===== config.mk =====
export PLATFORM = sky130hd
export DESIGN_NAME = psc_config_regs
export DESIGN_NICKNAME = d
export VERILOG_FILES = /design/src/rtl/psc_pkg.sv /design/src/rtl/psc_config_regs.sv /design/src/rtl/psc_serial_rx.sv
export SDC_FILE = /design/constraint.sdc
export NUM_CORES = 1
export LEC_CHECK = 0
export BUFFER_PORTS_ARGS = -buffer_cell sky130_fd_sc_hd__buf_2
export CORE_MARGIN = 5
export CORE_UTILIZATION = 25
export CTS_BUF_LIST = sky130_fd_sc_hd__clkbuf_4
export CTS_CLUSTER_SIZE = 30
export DETAILED_ROUTE_END_ITERATION = 12
export PLACE_DENSITY = 0.43
export SLEW_MARGIN = 20
export SYNTH_ARGS = -nofsm -noshare
export SYNTH_HDL_FRONTEND = slang
export SYNTH_SLANG_ARGS = --single-unit

===== constraint.sdc =====
create_clock -name mclk -period 2.1 [get_ports mclk]
set_clock_uncertainty 0.05 [all_clocks]
set_input_delay 0.21 -clock mclk [delete_from_list [all_inputs] [get_ports mclk]]
set_output_delay 0.21 -clock mclk [all_outputs]
set_load 0.02 [all_outputs]

===== src/rtl/psc_pkg.sv =====
// Shared constants and types for the synthesizer configuration registers
package psc_pkg;

  // Serial word geometry
  localparam int unsigned WORD_BITS = 32;
  localparam logic [5:0] WORD_BITS_COUNT = 6'h20;
  localparam logic [5:0] BIT_COUNT_MAX = 6'h3f;
  localparam int unsigned OP_BIT = 31;

  // Register address codes carried in bits 2:0
  localparam logic [2:0] ADDR_MAIN_DIV = 3'h0;
  localparam logic [2:0] ADDR_REF_MOD = 3'h2;
  localparam logic [2:0] ADDR_CTRL = 3'h3;

  // Values after reset
  localparam logic [31:0] RESET_REF_MOD = 32'h0000fffa;
  localparam logic [31:0] RESET_CTRL = 32'h00000043;

  // Field limits
  localparam logic [9:0] REF_DIV_MIN = 10'h001;
  localparam logic [11:0] MODULUS_MIN = 12'h002;
  localparam logic [1:0] PUMP_TEST_NORMAL = 2'h0;
  localparam logic [1:0] PUMP_TEST_SOURCE = 2'h2;
  localparam logic [1:0] PUMP_TEST_SINK = 2'h3;

  // Reference and modulus register layout
  typedef struct packed {
    logic readRequest;
    logic [1:0] noiseMode;
    logic slipReduction;
    logic [3:0] pumpCurrentCode;
    logic [1:0] factoryBits;
    logic referenceHalver;
    logic referenceDoubler;
    logic [4:0] refDivLow;
    logic [11:0] modulus;
    logic [2:0] addr;
  } psc_ref_t;

  // Control register layout
  typedef struct packed {
    logic readRequest;
    logic [12:0] unusedBits;
    logic autoIntegerOnZeroFraction;
    logic [1:0] pumpTestSelect;
    logic modulatorResetDisable;
    logic pumpOutputClamp;
    logic [1:0] pumpLinearitySelect;
    logic integerModeBit;
    logic lockDetectFunction;
    logic lockDetectSpeed;
    logic lockDetectPrecision;
    logic detectorPolarity;
    logic powerDownBit;
    logic pumpTristate;
    logic counterReset;
    logic [2:0] addr;
  } psc_ctrl_t;

  // Double-buffered fields that take effect on a main divider write
  typedef struct packed {
    logic referenceHalver;
    logic referenceDoubler;
    logic [4:0] refDivLow;
    logic [11:0] modulus;
  } psc_active_t;

  // Readback shifter states
  typedef enum logic [1:0] {
    RB_IDLE = 2'b01,
    RB_SHIFT = 2'b10
  } psc_rb_state_t;

endpackage : psc_pkg


===== src/rtl/psc_config_regs.sv =====
// Reference, modulus and control register bank of the synthesizer
// Operation
// - Pump current scales with code plus one
// - Halver bit divides reference by two
// - Doubler bit doubles reference frequency
// - Reference divider: five low, five high
// - Twelve-bit modulus, valid two to 4095
// - Buffered fields apply on main divider write
// - Address field in low three bits
// - Top bit chooses write or readback
// - Zero fraction plus auto bit: integer
// - Pump test: normal, source, sink
// - Modulator reset after main divider writes
// - Clamp pump output while pump off
// - Linearity correction off only at 00
// - Mode bit: one integer, zero fractional
// - Lock detect function set by its own bit, apart from mode bit
// - Precision bit: 10ns or 6ns window
// - Polarity bit: zero negative, one positive
// - Power-down bit shuts device down
// - Registers kept during shutdown
`timescale 1ns/1ps
module psc_config_regs
  import psc_pkg::*;
(
  input wire logic mclk,
  input wire logic reset,
  input wire logic serClk,
  input wire logic serData,
  input wire logic serLoad,
  input wire logic [11:0] fracValue,
  input wire logic [4:0] refDivHigh,
  output logic readOut,
  output logic readActive,
  output logic [3:0] pumpCurrentCode,
  output logic [4:0] pumpCurrentMultiplier,
  output logic referenceHalver,
  output logic referenceDoubler,
  output logic [9:0] refDivValue,
  output logic refDivValid,
  output logic [11:0] modulus,
  output logic modulusValid,
  output logic integerMode,
  output logic modulatorReset,
  output logic pumpForceSource,
  output logic pumpForceSink,
  output logic pumpOutputClamp,
  output logic pumpLinearityEnable,
  output logic lockDetectFunction,
  output logic lockDetectSpeed,
  output logic lockDetectPrecision,
  output logic detectorPolarity,
  output logic powerDownBit,
  output psc_ref_t refModWord,
  output psc_ctrl_t ctrlWord
);

  logic serClkRise;
  logic wordValid;
  logic [31:0] wordData;
  logic isRead;
  logic [2:0] wordAddr;
  logic writeRef;
  logic writeCtrl;
  logic writeMain;
  logic readReq;
  psc_ref_t refShadow_reg;
  psc_ctrl_t ctrl_reg;
  psc_active_t active_reg;
  psc_rb_state_t rbState_reg;
  psc_rb_state_t rbState_next;
  logic [31:0] rbShift_reg;
  logic [5:0] rbCount_reg;
  logic [31:0] rbSelect;

  // Serial word capture
  psc_serial_rx u_rx (
    .mclk(mclk),
    .reset(reset),
    .serClk(serClk),
    .serData(serData),
    .serLoad(serLoad),
    .serClkRise(serClkRise),
    .wordValid(wordValid),
    .wordData(wordData)
  );

  // Word decode: operation bit and address field
  assign isRead = wordData[OP_BIT];
  assign wordAddr = wordData[2:0];
  assign writeRef = wordValid && !isRead && (wordAddr == ADDR_REF_MOD);
  assign writeCtrl = wordValid && !isRead && (wordAddr == ADDR_CTRL);
  assign writeMain = wordValid && !isRead && (wordAddr == ADDR_MAIN_DIV);
  assign readReq = wordValid && isRead;

  // Reference and modulus shadow register; read words leave it intact
  always_ff @(posedge mclk) begin
    if (reset) begin
      refShadow_reg <= psc_ref_t'(RESET_REF_MOD);
    end else if (writeRef) begin
      refShadow_reg <= psc_ref_t'(wordData);
    end
  end

  // Control register; no clear on power-down so settings survive
  always_ff @(posedge mclk) begin
    if (reset) begin
      ctrl_reg <= psc_ctrl_t'(RESET_CTRL);
    end else if (writeCtrl) begin
      ctrl_reg <= psc_ctrl_t'(wordData);
    end
  end

  // Buffered fields move to the active copy on a main divider write
  always_ff @(posedge mclk) begin
    if (reset) begin
      active_reg.referenceHalver <= RESET_REF_MOD[21];
      active_reg.referenceDoubler <= RESET_REF_MOD[20];
      active_reg.refDivLow <= RESET_REF_MOD[19:15];
      active_reg.modulus <= RESET_REF_MOD[14:3];
    end else if (writeMain) begin
      active_reg.referenceHalver <= refShadow_reg.referenceHalver;
      active_reg.referenceDoubler <= refShadow_reg.referenceDoubler;
      active_reg.refDivLow <= refShadow_reg.refDivLow;
      active_reg.modulus <= refShadow_reg.modulus;
    end
  end

  // Modulator reset pulse after each main divider write
  always_ff @(posedge mclk) begin
    if (reset) begin
      modulatorReset <= 1'b0;
    end else begin
      modulatorReset <= writeMain && !ctrl_reg.modulatorResetDisable;
    end
  end

  // Pump current code applies at once; multiplier is code plus one
  always_ff @(posedge mclk) begin
    if (reset) begin
      pumpCurrentCode <= RESET_REF_MOD[27:24];
      pumpCurrentMultiplier <= 5'h00;
    end else begin
      pumpCurrentCode <= refShadow_reg.pumpCurrentCode;
      pumpCurrentMultiplier <= {1'b0, refShadow_reg.pumpCurrentCode} + 5'h01;
    end
  end

  // Reference path: halver, doubler and full divider value
  always_ff @(posedge mclk) begin
    if (reset) begin
      referenceHalver <= 1'b0;
      referenceDoubler <= 1'b0;
      refDivValue <= 10'h000;
      refDivValid <= 1'b0;
    end else begin
      referenceHalver <= active_reg.referenceHalver;
      referenceDoubler <= active_reg.referenceDoubler;
      refDivValue <= {refDivHigh, active_reg.refDivLow};
      refDivValid <= {refDivHigh, active_reg.refDivLow} >= REF_DIV_MIN;
    end
  end

  // Fractional modulus and its validity
  always_ff @(posedge mclk) begin
    if (reset) begin
      modulus <= 12'h000;
      modulusValid <= 1'b0;
    end else begin
      modulus <= active_reg.modulus;
      modulusValid <= active_reg.modulus >= MODULUS_MIN;
    end
  end

  // Synthesizer mode including automatic integer on zero fraction
  always_ff @(posedge mclk) begin
    if (reset) begin
      integerMode <= 1'b0;
    end else begin
      integerMode <= ctrl_reg.integerModeBit ||
        (ctrl_reg.autoIntegerOnZeroFraction && (fracValue == 12'h000));
    end
  end

  // Charge pump test, clamp and linearity controls
  always_ff @(posedge mclk) begin
    if (reset) begin
      pumpForceSource <= 1'b0;
      pumpForceSink <= 1'b0;
      pumpOutputClamp <= 1'b0;
      pumpLinearityEnable <= 1'b0;
    end else begin
      pumpForceSource <= ctrl_reg.pumpTestSelect == PUMP_TEST_SOURCE;
      pumpForceSink <= ctrl_reg.pumpTestSelect == PUMP_TEST_SINK;
      pumpOutputClamp <= ctrl_reg.pumpOutputClamp;
      pumpLinearityEnable <= ctrl_reg.pumpLinearitySelect != 2'h0;
    end
  end

  // Lock detect, detector polarity and shutdown
  always_ff @(posedge mclk) begin
    if (reset) begin
      lockDetectFunction <= RESET_CTRL[9];
      lockDetectSpeed <= RESET_CTRL[8];
      lockDetectPrecision <= RESET_CTRL[7];
      detectorPolarity <= RESET_CTRL[6];
      powerDownBit <= RESET_CTRL[5];
    end else begin
      lockDetectFunction <= ctrl_reg.lockDetectFunction;
      lockDetectSpeed <= ctrl_reg.lockDetectSpeed;
      lockDetectPrecision <= ctrl_reg.lockDetectPrecision;
      detectorPolarity <= ctrl_reg.detectorPolarity;
      powerDownBit <= ctrl_reg.powerDownBit;
    end
  end

  // Whole-word views of the stored registers
  assign refModWord = refShadow_reg;
  assign ctrlWord = ctrl_reg;

  // Readback source; addresses outside this bank read as zero
  always_comb begin
    case (wordAddr)
      ADDR_REF_MOD: rbSelect = refShadow_reg;
      ADDR_CTRL: rbSelect = ctrl_reg;
      default: rbSelect = 32'h00000000;
    endcase
  end

  // Readback state decision
  always_comb begin
    rbState_next = rbState_reg;
    case (rbState_reg)
      RB_IDLE: begin
        if (readReq) begin
          rbState_next = RB_SHIFT;
        end
      end
      RB_SHIFT: begin
        if (readReq) begin
          rbState_next = RB_SHIFT;
        end else if (serClkRise && (rbCount_reg == WORD_BITS_COUNT - 6'h01)) begin
          rbState_next = RB_IDLE;
        end
      end
      default: rbState_next = RB_IDLE;
    endcase
  end

  // Readback state register
  always_ff @(posedge mclk) begin
    if (reset) begin
      rbState_reg <= RB_IDLE;
    end else begin
      rbState_reg <= rbState_next;
    end
  end

  // Readback shifter: MSB first, one bit per serial clock rise
  always_ff @(posedge mclk) begin
    if (reset) begin
      rbShift_reg <= 32'h00000000;
      rbCount_reg <= 6'h00;
    end else if (readReq) begin
      rbShift_reg <= rbSelect;
      rbCount_reg <= 6'h00;
    end else if ((rbState_reg == RB_SHIFT) && serClkRise) begin
      rbShift_reg <= {rbShift_reg[30:0], 1'b0};
      rbCount_reg <= rbCount_reg + 6'h01;
    end
  end

  // Readback pin and busy flag
  always_ff @(posedge mclk) begin
    if (reset) begin
      readOut <= 1'b0;
      readActive <= 1'b0;
    end else begin
      readOut <= readReq ? rbSelect[31] : ((rbState_next == RB_SHIFT) ? rbShift_reg[31] : 1'b0);
      readActive <= rbState_next == RB_SHIFT;
    end
  end

endmodule : psc_config_regs


===== src/rtl/psc_serial_rx.sv =====
// Three-wire serial word receiver for the configuration registers
`timescale 1ns/1ps
module psc_serial_rx
  import psc_pkg::*;
(
  input wire logic mclk,
  input wire logic reset,
  input wire logic serClk,
  input wire logic serData,
  input wire logic serLoad,
  output logic serClkRise,
  output logic wordValid,
  output logic [31:0] wordData
);

  logic serClkPrev_reg;
  logic serLoadPrev_reg;
  logic [31:0] shift_reg;
  logic [5:0] bitCount_reg;
  logic loadRise;

  // Edge detection on the sampled serial pins
  always_ff @(posedge mclk) begin
    if (reset) begin
      serClkPrev_reg <= 1'b0;
      serLoadPrev_reg <= 1'b1; // Idle level of load, no false rise after reset
    end else begin
      serClkPrev_reg <= serClk;
      serLoadPrev_reg <= serLoad;
    end
  end

  assign serClkRise = serClk & ~serClkPrev_reg;
  assign loadRise = serLoad & ~serLoadPrev_reg;

  // Shift in MSB first while load is low; count saturates
  always_ff @(posedge mclk) begin
    if (reset) begin
      shift_reg <= 32'h00000000;
      bitCount_reg <= 6'h00;
    end else if (loadRise) begin
      bitCount_reg <= 6'h00;
    end else if (serClkRise && !serLoad) begin
      shift_reg <= {shift_reg[30:0], serData};
      if (bitCount_reg != BIT_COUNT_MAX) begin
        bitCount_reg <= bitCount_reg + 6'h01;
      end
    end
  end

  // Word is handed over only when exactly 32 bits arrived
  always_ff @(posedge mclk) begin
    if (reset) begin
      wordValid <= 1'b0;
      wordData <= 32'h00000000;
    end else begin
      wordValid <= loadRise && (bitCount_reg == WORD_BITS_COUNT);
      if (loadRise && (bitCount_reg == WORD_BITS_COUNT)) begin
        wordData <= shift_reg;
      end
    end
  end

endmodule : psc_serial_rx


==> results of run 1 <==
## synthesized netlist by cell type, types with 3 or more instances
cell type	number	area share [%]
a21oi_1	118	6.4
mux2i_1	34	3.7
o22ai_1	32	2.2
nor2_1	13	0.53
nand3_1	142	7.8
inv_1	5	0.20
ha_1	6	0.82
nor3_1	6	0.33
nor4_1	7	0.48
nand3b_1	3	0.25
nand2_1	71	2.9
nor2b_1	36	2.5
a41oi_1	4	0.38
clkbuf_1	51	2.1
and3_1	8	0.55
a22oi_1	31	2.5
buf_2	33	1.8
o21ai_0	101	5.5
or3_1	5	0.34
dfxtp_1	244	53
o21ai_1	11	0.60
nor3b_1	3	0.25
nor4b_1	3	0.29
## worst min-delay path by stage
stage,startpoint,end,slack (ps),depth (start not counted)
after CTS,refDivHigh[0],refDivValue[5],210,3
after global placement,refDivHigh[2],refDivValue[7],390,2
final,refDivHigh[2],refDivValue[7],260,3
after detailed placement,refDivHigh[3],refDivValue[8],390,2
after global routing,refDivHigh[0],refDivValue[5],260,3
after floorplan,reset,pumpCurrentCode[2],240,1
## cell families (layout without fill, tap and decap cells)
kind of cell	after synthesis	after routing
buf+inv	97	301
simple gates	318	318
compound gates	308	308
fa+ha+maj	6	6
mux	34	34
other cells	0	2
xor+xnor	4	4
flops	244	244
## critical path: cells and delay by family, from the launching register on
kind / cells / cell delay, ps
flip-flops: 1 / 430
AO/OA/AOI/OAI: 1 / 100
AND/OR/NAND/NOR: 2 / 500
buffers and inverters: 2 / 780
## per-layer routing
layer | GRT usage [%] | up-vias | share of wire, %
met5 | 0 | - | 0
met1 | 18.3 | 3881 | 47
li1 | - | 4009 | -
met3 | 3.08 | 47 | 4.3
met4 | 4.32 | 0 | 1.6
met2 | 22.1 | 175 | 47
## per-stage QoR
| stage | std cells | worst slack [ps] | total power, uW | utilization, % | instance area, um2 |
|---|---|---|---|---|---|
| after floorplan | 1011 | 508 | 4900 | - | 9160 |
| after global placement | 1554 | 371 | 5010 | 28.6 | 10400 |
| after detailed placement | 1554 | 340 | 5010 | 28.6 | 10400 |
| after CTS | 1683 | 113 | 9430 | 31.3 | 11400 |
| after global routing | 1684 | 66.8 | 9730 | 31.3 | 11400 |
| final | 1685 | 183 | 9240 | 31.3 | 11400 |
## power by group
group	total, uW	switching [uW]	internal, uW
sequential	4660	10.6	4650
clock	4320	1980	2340
combinational	254	170	83.7
total	9240	2160	7080
## area by class of cell
cell class,count,area [um2]
fillers,3867,25000
flip-flops and latches,244,4880
multi-input cells,670,3860
repair buffers,179,1170
clock buffers,103,773
well taps,468,586
clock inverters,13,75.1
inverters,6,22.5
diodes,2,5.00
==> metrics.cfg, run 1 <==
[run_status]
status=finished, final reports clean

[floorplan]
die_w_um=201
core_area_mm2=0.0363
initial_core_util_pct=25.2
die_h_um=201
pin_count=134
rows=70
die_area_mm2=0.0406

[critical_path]
crit_fanout=4
start_kind=flip-flop
worstPathCellList=nor4b_1 -> buf_4 -> a41oi_1 -> dlygate4sd3_1 -> nor2_1
cp.arrival_ps=2480
slowest_stage=dlygate4sd3_1
r2r_cells=5
cp-startpoint=ctrlWord[17]
cp-endpoint=integerMode
cp.required_ps=2660
r2r-end=integerMode
slowest_delay_ps=570
worstSetupPathType=reg2reg
critPathCaptureType=flip-flop
r2r_start=ctrlWord[17]
r2r_slack_ps=180

[pwr]
p_leak_uw=0.00432
power.density_mw_per_mm2=812
vdd_drop_max_mv=0.298

[sta]
holdWs_ps=255
slew_headroom_pct=62.9
rsz0062_at_grt=false
worstMarginPinSlew_ps=554
period_minus_slack_ps=1920
fmax_mhz=522
fin_crit_sh_pct=91.3
fin_setup_tns_ps=0
finalHoldViolCount=0
finalSetupViolCount=0
slew_violations=0

[clocking]
clkSinkCount=244
htreeDepth=3
max-clock-path-buffers=3
clock_latency_ps=690
holdBufCountCts=13
cts_tree=yes
path_clk_slew_ps=60
cts_resized=0
root_buffer=clkbuf_4
cts_setup_buffers=0
cts_buffers=69

[place]
dp_hpwl_mm=18.4
place.gp.congestion=0.727
io_buffer_count=133

[drt]
remaining_drc_errors=0
ant_nets=0
routed_wl_mm=28.5
via_per_inst=4.81
vias=8112
dr.pass1.iters=5
drt-initial-drc-count=542
post_drt_wl_per_cell_um=16.9

[synthesis]
synth_compound_area_share_pct=18.7
synth_mux_area_share_pct=3.72
mappedNetlistArea_mm2=0.00916
synth_edf_count=0
synth_seq_cells=244
ys_seq_area_share_pct=53.3
async_flop_share_pct=0
syn_area_per_cell_um2=9.06
syn_nets=1039
yosysWarnings=0
synthXorXnorAreaFrac_pct=0.383
syn_inst=1011
synth_top_family_by_area=compound AO/OA/AOI/OAI gates
synth_ff_type=dfxtp_1
yosys.area_share.simple_pct=18.3
synth-adder-area-share_pct=0.820
yosys.cell_types.count=53

[finish]
drive_gt1_share_pct=23.2
final_cell_mix=dfxtp_1, nand3_1, buf_2
synthToLayoutAreaGrowth_pct=24.3
layout_commonest_cell=dfxtp_1
nets=1198

[hold_path]
hold_path.class=in2reg

[global_routing]
antenna_found_initial=1
grt_start_max_net_pins=109
gr-total-overflow=0
grt_usage_pct=13.7
grt_pass1_wl_mm=45.8
first_global_vias=8064

[run]
max_cap_violations=0

Note: power is estimated with default switching activity, not from simulation.
==> run 2: changes to the inputs <==
Settings changed: REMOVE_ABC_BUFFERS set to 1.
==> run 2 against run 1 <==
  * Routed wire length down 3.4%
  * Sequential share of layout area down 0.080 points
  * Combinational power down 2%
  * Clock power up 5%
  * Highest routed layer unchanged
  * Power up 2.1%
  * Critical endpoint is now rbShift_reg[21]
  * Global-route usage down 0.47 points
==> metrics.cfg, run 2 (synthesis results as in run 1) <==
[run_status]
status=finished, final reports clean  ; unchanged

[critical_path]
critPathCaptureType=flip-flop  ; unchanged
cp.required_ps=2570  ; was 2660 ps
worstSetupPathType=reg2reg  ; unchanged
r2r-end=rbShift_reg[21]  ; was integerMode
r2r_start=rbState_reg[0]  ; was ctrlWord[17]
worstPathCellList=inv_1 -> ha_1 -> nand3b_1 -> buf_4 -> mux2i_1 -> o22ai_1  ; was nor4b_1 -> buf_4 -> a41oi_1 -> dlygate4sd3_1 -> nor2_1
cp-startpoint=rbState_reg[0]  ; was ctrlWord[17]
slowest_delay_ps=350  ; was 570 ps
cp.arrival_ps=2230  ; was 2480 ps
critPathBufInv=2  ; unchanged
slowest_stage=dfxtp_1  ; was dlygate4sd3_1
r2r_cells=6  ; was 5
r2r_slack_ps=340  ; was 180 ps
start_kind=flip-flop  ; unchanged
cp_top_family=buffers and inverters  ; unchanged
crit_fanout=14  ; was 4

[hold_path]
hold_depth=3  ; unchanged
hold_path.class=in2reg  ; unchanged
holdPathEnd=refDivValue[6]  ; was refDivValue[7]
hold_start=refDivHigh[1]  ; was refDivHigh[2]

[clocking]
htreeDepth=3  ; unchanged
cts_setup_buffers=0  ; unchanged
cts_buffers=72  ; was 69
root_buffer=clkbuf_4  ; unchanged
path_clk_slew_ps=60  ; about the same
cts_tree=yes  ; unchanged
max-clock-path-buffers=3  ; unchanged
clkSinkCount=244  ; unchanged
clock_latency_ps=650  ; was 690 ps

[sta]
rsz0062_at_grt=false  ; unchanged
fin_setup_tns_ps=0  ; unchanged
timing.final.ws_setup_ps=340  ; was 183 ps
finalHoldViolCount=0  ; unchanged
finalSetupViolCount=0  ; unchanged
period_minus_slack_ps=1760  ; was 1920 ps
slew_violations=0  ; unchanged
fmax_mhz=568  ; was 522 MHz
fin_crit_sh_pct=83.8  ; was 91.3%
worstMarginPinSlew_ps=445  ; was 554 ps
slew_headroom_pct=70.3  ; was 62.9%

[place]
io_buffer_count=133  ; unchanged
place.gp.congestion=0.711  ; was 0.727
dp_hpwl_mm=17.7  ; was 18.4 mm
place_ws_ps=392  ; was 340 ps

[global_routing]
grt_pass1_wl_mm=44.4  ; was 45.8 mm
antenna_found_initial=1  ; unchanged
grt_start_max_net_pins=85  ; was 109
grt_usage_pct=13.2  ; was 13.7%
first_global_vias=8126  ; was 8064
gr-total-overflow=0  ; unchanged

[run]
max_cap_violations=0  ; unchanged

[finish]
drive_gt1_share_pct=23.8  ; was 23.2%
final_cell_mix=dfxtp_1, nand3_1, buf_2  ; unchanged
nets=1204  ; was 1198
layout_commonest_cell=dfxtp_1  ; unchanged
post-route-util_pct=31.4  ; was 31.3%
fillCellCount=3885  ; was 3867
synthToLayoutAreaGrowth_pct=24.5  ; was 24.3%

[floorplan]
initial_core_util_pct=25.2  ; unchanged
pin_count=134  ; unchanged
core_area_mm2=0.0363  ; unchanged
rows=70  ; unchanged
die_area_mm2=0.0406  ; unchanged
die_h_um=201  ; unchanged
die_w_um=201  ; unchanged

[drt]
remaining_drc_errors=0  ; unchanged
via_per_inst=4.76  ; was 4.81
drt-initial-drc-count=451  ; was 542
post_drt_wl_per_cell_um=16.3  ; was 16.9 um
vias=8058  ; was 8112
ant_nets=0  ; unchanged
routed_wl_mm=27.5  ; was 28.5 mm
dr.pass1.iters=5  ; unchanged

[pwr]
vdd_drop_max_mv=0.242  ; was 0.298 mV
power.density_mw_per_mm2=827  ; was 812 mW/mm2
fin_total_pwr_uw=9430  ; was 9240 uW
p_leak_uw=0.00435  ; was 0.00432 uW

==> run 2: metrics by stage <==
step / std cells / cell area [um2] / hold WS (ps)
6_report: 1692 / 11400 / 304
3_5_place_dp: 1558 / 10400 / 402
5_1_grt: 1692 / 11400 / 247
4_1_cts: 1691 / 11400 / 223
3_3_place_gp: 1558 / 10400 / 394
2_1_floorplan: 920 / 8750 / 227
==> run 2: worst max path at each step <==
stage / end / slack (ps) / depth (start not counted)
6_report: rbShift_reg[21] / 340 / 6
2_1_floorplan: refModWord[0] / -1100 / 3
4_1_cts: rbShift_reg[21] / 360 / 6
5_1_grt: rbShift_reg[20] / 230 / 6
3_5_place_dp: rbShift_reg[21] / 390 / 6
3_3_place_gp: rbShift_reg[20] / 400 / 6
==> run 2: area by class of cell <==
class	count	area, um2	share of cell area, %
Sequential cell	244	4880	42.8
Antenna cell	1	2.50	0.0219
Multi-Input combinational cell	670	3870	34.0
Inverter	6	22.5	0.198
Clock buffer	104	781	6.85
Clock inverter	17	121	1.06
Tap cell	468	586	5.14
Timing Repair Buffer	182	1130	9.93
==> run 2: layer usage <==
metal | vias up | track usage [%] | share of wire (%)
li1 | 4022 | - | -
met1 | 3758 | 16.3 | 44
met2 | 239 | 21.6 | 47
met3 | 39 | 4.35 | 7.2
met4 | 0 | 4.64 | 1.7
met5 | - | 0 | 0
==> run 2: power breakdown <==
part / leakage [uW] / internal, uW / total [uW] / switching [uW]
registers: 0.00197 / 4660 / 4670 / 11.1
clock network: 0.000539 / 2500 / 4520 / 2020
logic: 0.00184 / 80.9 / 248 / 167
==> run 2: worst register-to-register path, cell delays in order, from the launching register on <==
cell	delay (ps)
dfxtp_1	350
inv_1	70
ha_1	270
nand3b_1	230
buf_4	310
mux2i_1	240
o22ai_1	100
==> run 2: repair_timing <==
action | 4_1_cts | 5_1_grt
gates resized for setup | 0 | 0
setup endpoints to repair | 0 | 0
endpoints found under the hold margin | 38 | 0
hold buffers | 12 | 0
==> run 3: changes to the inputs <==
Settings changed: PLACE_DENSITY 0.43 to 0.45.
Clock period 2.1 ns to 1.5 ns, I/O delays scaled along.
==> run 3 against run 2 <==
  * Flip-flop and latch count unchanged
  * Via count rose by 4.7%
  * Combinational power is 65% higher
  * Power grew 44%
  * Global-route usage increased by 0.95 points
  * Routed wire length up 11%
  * Count of clock-buffer cells in the layout did not move
==> metrics.cfg, run 3 (synthesis results as in run 1) <==
[run_status]
status=finished, final reports clean  ; unchanged

[floorplan]
core_area_mm2=0.0363  ; unchanged
pin_count=134  ; unchanged
die_w_um=201  ; unchanged
initial_core_util_pct=25.2  ; unchanged
die_h_um=201  ; unchanged
rows=70  ; unchanged
die_area_mm2=0.0406  ; unchanged

[finish]
fin_area_mm2=0.0128  ; was 0.0114 mm2
post-route-util_pct=35.3  ; was 31.4%
layout_commonest_cell=dfxtp_1  ; unchanged
nets=1268  ; was 1204
final_cell_mix=dfxtp_1, nand3_1, buf_4  ; was dfxtp_1, nand3_1, buf_2
drive_gt1_share_pct=35.2  ; was 23.8%
synthToLayoutAreaGrowth_pct=40.3  ; was 24.5%

[pwr]
vdd_drop_max_mv=0.415  ; was 0.242 mV
p_leak_uw=0.00488  ; was 0.00435 uW
power.density_mw_per_mm2=1060  ; was 827 mW/mm2

[sta]
fmax_mhz=671  ; was 568 MHz
fin_crit_sh_pct=99.3  ; was 83.8%
finalSetupViolCount=0  ; unchanged
finalHoldViolCount=0  ; unchanged
slew_violations=0  ; unchanged
slew_headroom_pct=74.0  ; was 70.3%
period_minus_slack_ps=1490  ; was 1760 ps
rsz0062_at_grt=true  ; was false
worstMarginPinSlew_ps=391  ; was 445 ps

[clocking]
root_buffer=clkbuf_4  ; unchanged
cts_tree=yes  ; unchanged
cts_buffers=71  ; was 72
max-clock-path-buffers=3  ; unchanged
path_clk_slew_ps=60  ; about the same
clkSinkCount=244  ; unchanged
clock_latency_ps=710  ; was 650 ps
htreeDepth=3  ; unchanged

[global_routing]
met2_usage_pct=23.2  ; was 21.6%
busiest_layer=met2  ; unchanged
gr-total-overflow=0  ; unchanged
grt_pass1_wl_mm=47.1  ; was 44.4 mm
grt_use_met3_pct=4.35  ; unchanged
first_global_vias=8594  ; was 8126
antenna_found_initial=1  ; unchanged
grt_usage_pct=14.2  ; was 13.2%
grt_start_max_net_pins=45  ; was 85
grtUsageMet1_pct=17.6  ; was 16.3%

[critical_path]
crit_fanout=7  ; was 14
cp-endpoint=rbShift_reg[19]  ; was rbShift_reg[21]
r2r_start=rbState_reg[0]  ; unchanged
r2r-end=rbShift_reg[19]  ; was rbShift_reg[21]
worstSetupPathType=reg2reg  ; unchanged
cp.required_ps=1990  ; was 2570 ps
cp-startpoint=rbState_reg[0]  ; unchanged
critPathCaptureType=flip-flop  ; unchanged
cp.arrival_ps=1980  ; was 2230 ps
r2r_cells=7  ; was 6
r2r_slack_ps=10  ; was 340 ps
start_kind=flip-flop  ; unchanged

[place]
placed_area_mm2=0.0107  ; was 0.0104 mm2
dp_hpwl_mm=18.1  ; was 17.7 mm
place.gp.congestion=0.715  ; was 0.711
io_buffer_count=133  ; unchanged

[drt]
ant_nets=0  ; unchanged
remaining_drc_errors=0  ; unchanged
vias=8435  ; was 8058
post_drt_wl_per_cell_um=17.3  ; was 16.3 um
dr.pass1.iters=5  ; unchanged
via_per_inst=4.80  ; was 4.76
routed_wl_mm=30.5  ; was 27.5 mm
drt-initial-drc-count=441  ; was 451

[hold_path]
hold_path.class=in2reg  ; unchanged

[run]
max_cap_violations=0  ; unchanged

-- run 3: changes by cell type in the layout (fill, tap and decap cells not counted), moves of 14 or more --
cell,delta
dfxtp_1,-56
buf_6,+16
buf_12,+15
dfxtp_4,+18
buf_2,-62
dfxtp_2,+38
o21ai_0,-14
buf_4,+79
-- run 3: final cells by class --
class	instances	area (um2)
Fill cell	3746	23500
Tap cell	468	586
Multi-Input combinational cell	670	4080
Timing Repair Buffer	247	2190
Inverter	6	22.5
Clock buffer	104	781
Clock inverter	19	181
Sequential cell	244	5000
Antenna cell	1	2.50
-- run 3: power breakdown --
group	total, uW	internal, uW	leakage (uW)	switching [uW]
Clock	6730	3850	0.000562	2870
Combinational	409	155	0.00233	254
Sequential	6490	6480	0.00199	11.1
Total	13600	10500	0.00488	3140
-- run 3: worst max-delay path, stage by stage, from the launching register on --
cell	delay (ps)
dfxtp_2	330
inv_2	50
ha_4	150
nand3b_1	150
buf_6	160
buf_12	140
mux2i_2	210
o22ai_1	90
-- run 3: stage by stage --
step                hold WS (ps)  TNS, ps  setup slack, ps  total power (uW)  cells
floorplan                    167  -162210            -1700              6800    920
global placement             327     -495            -46.0              7040   1586
detailed placement           333    -1540            -75.3              7040   1586
CTS                         83.1    -37.9            -37.2             13900   1746
global route                 128    -1350            -72.3             14300   1759
finish                       160        0             10.2             13600   1759
-- run 3: how the worst min path moves through the flow --
stage             startpoint                       end  slack, ps  depth (start not counted)
6_report       refDivHigh[1]            refDivValue[6]        160                          3
5_1_grt        refDivHigh[1]            refDivValue[6]        130                          3
4_1_cts        refDivHigh[4]            refDivValue[9]         80                          3
3_5_place_dp   refDivHigh[4]            refDivValue[9]        330                          2
3_3_place_gp   refDivHigh[4]            refDivValue[9]        330                          2
2_1_floorplan          reset  pumpCurrentMultiplier[0]        170                          1
-- run 3: what timing repair did --
item	in CTS	in global routing
hold buffers	20	0
resized for setup	113	118
setup buffers	15	6
setup endpoints to repair	92	130
pin swaps	3	37
gates cloned	2	8
hold endpoints to repair	93	0
-- run 3: routing by layer --
metal  vias to the layer above  part of all wire [%]
li1                       4169                     -
met1                      3994                    45
met2                       212                    47
met3                        60                   5.6
met4                         0                   2.2
met5                         -                     0
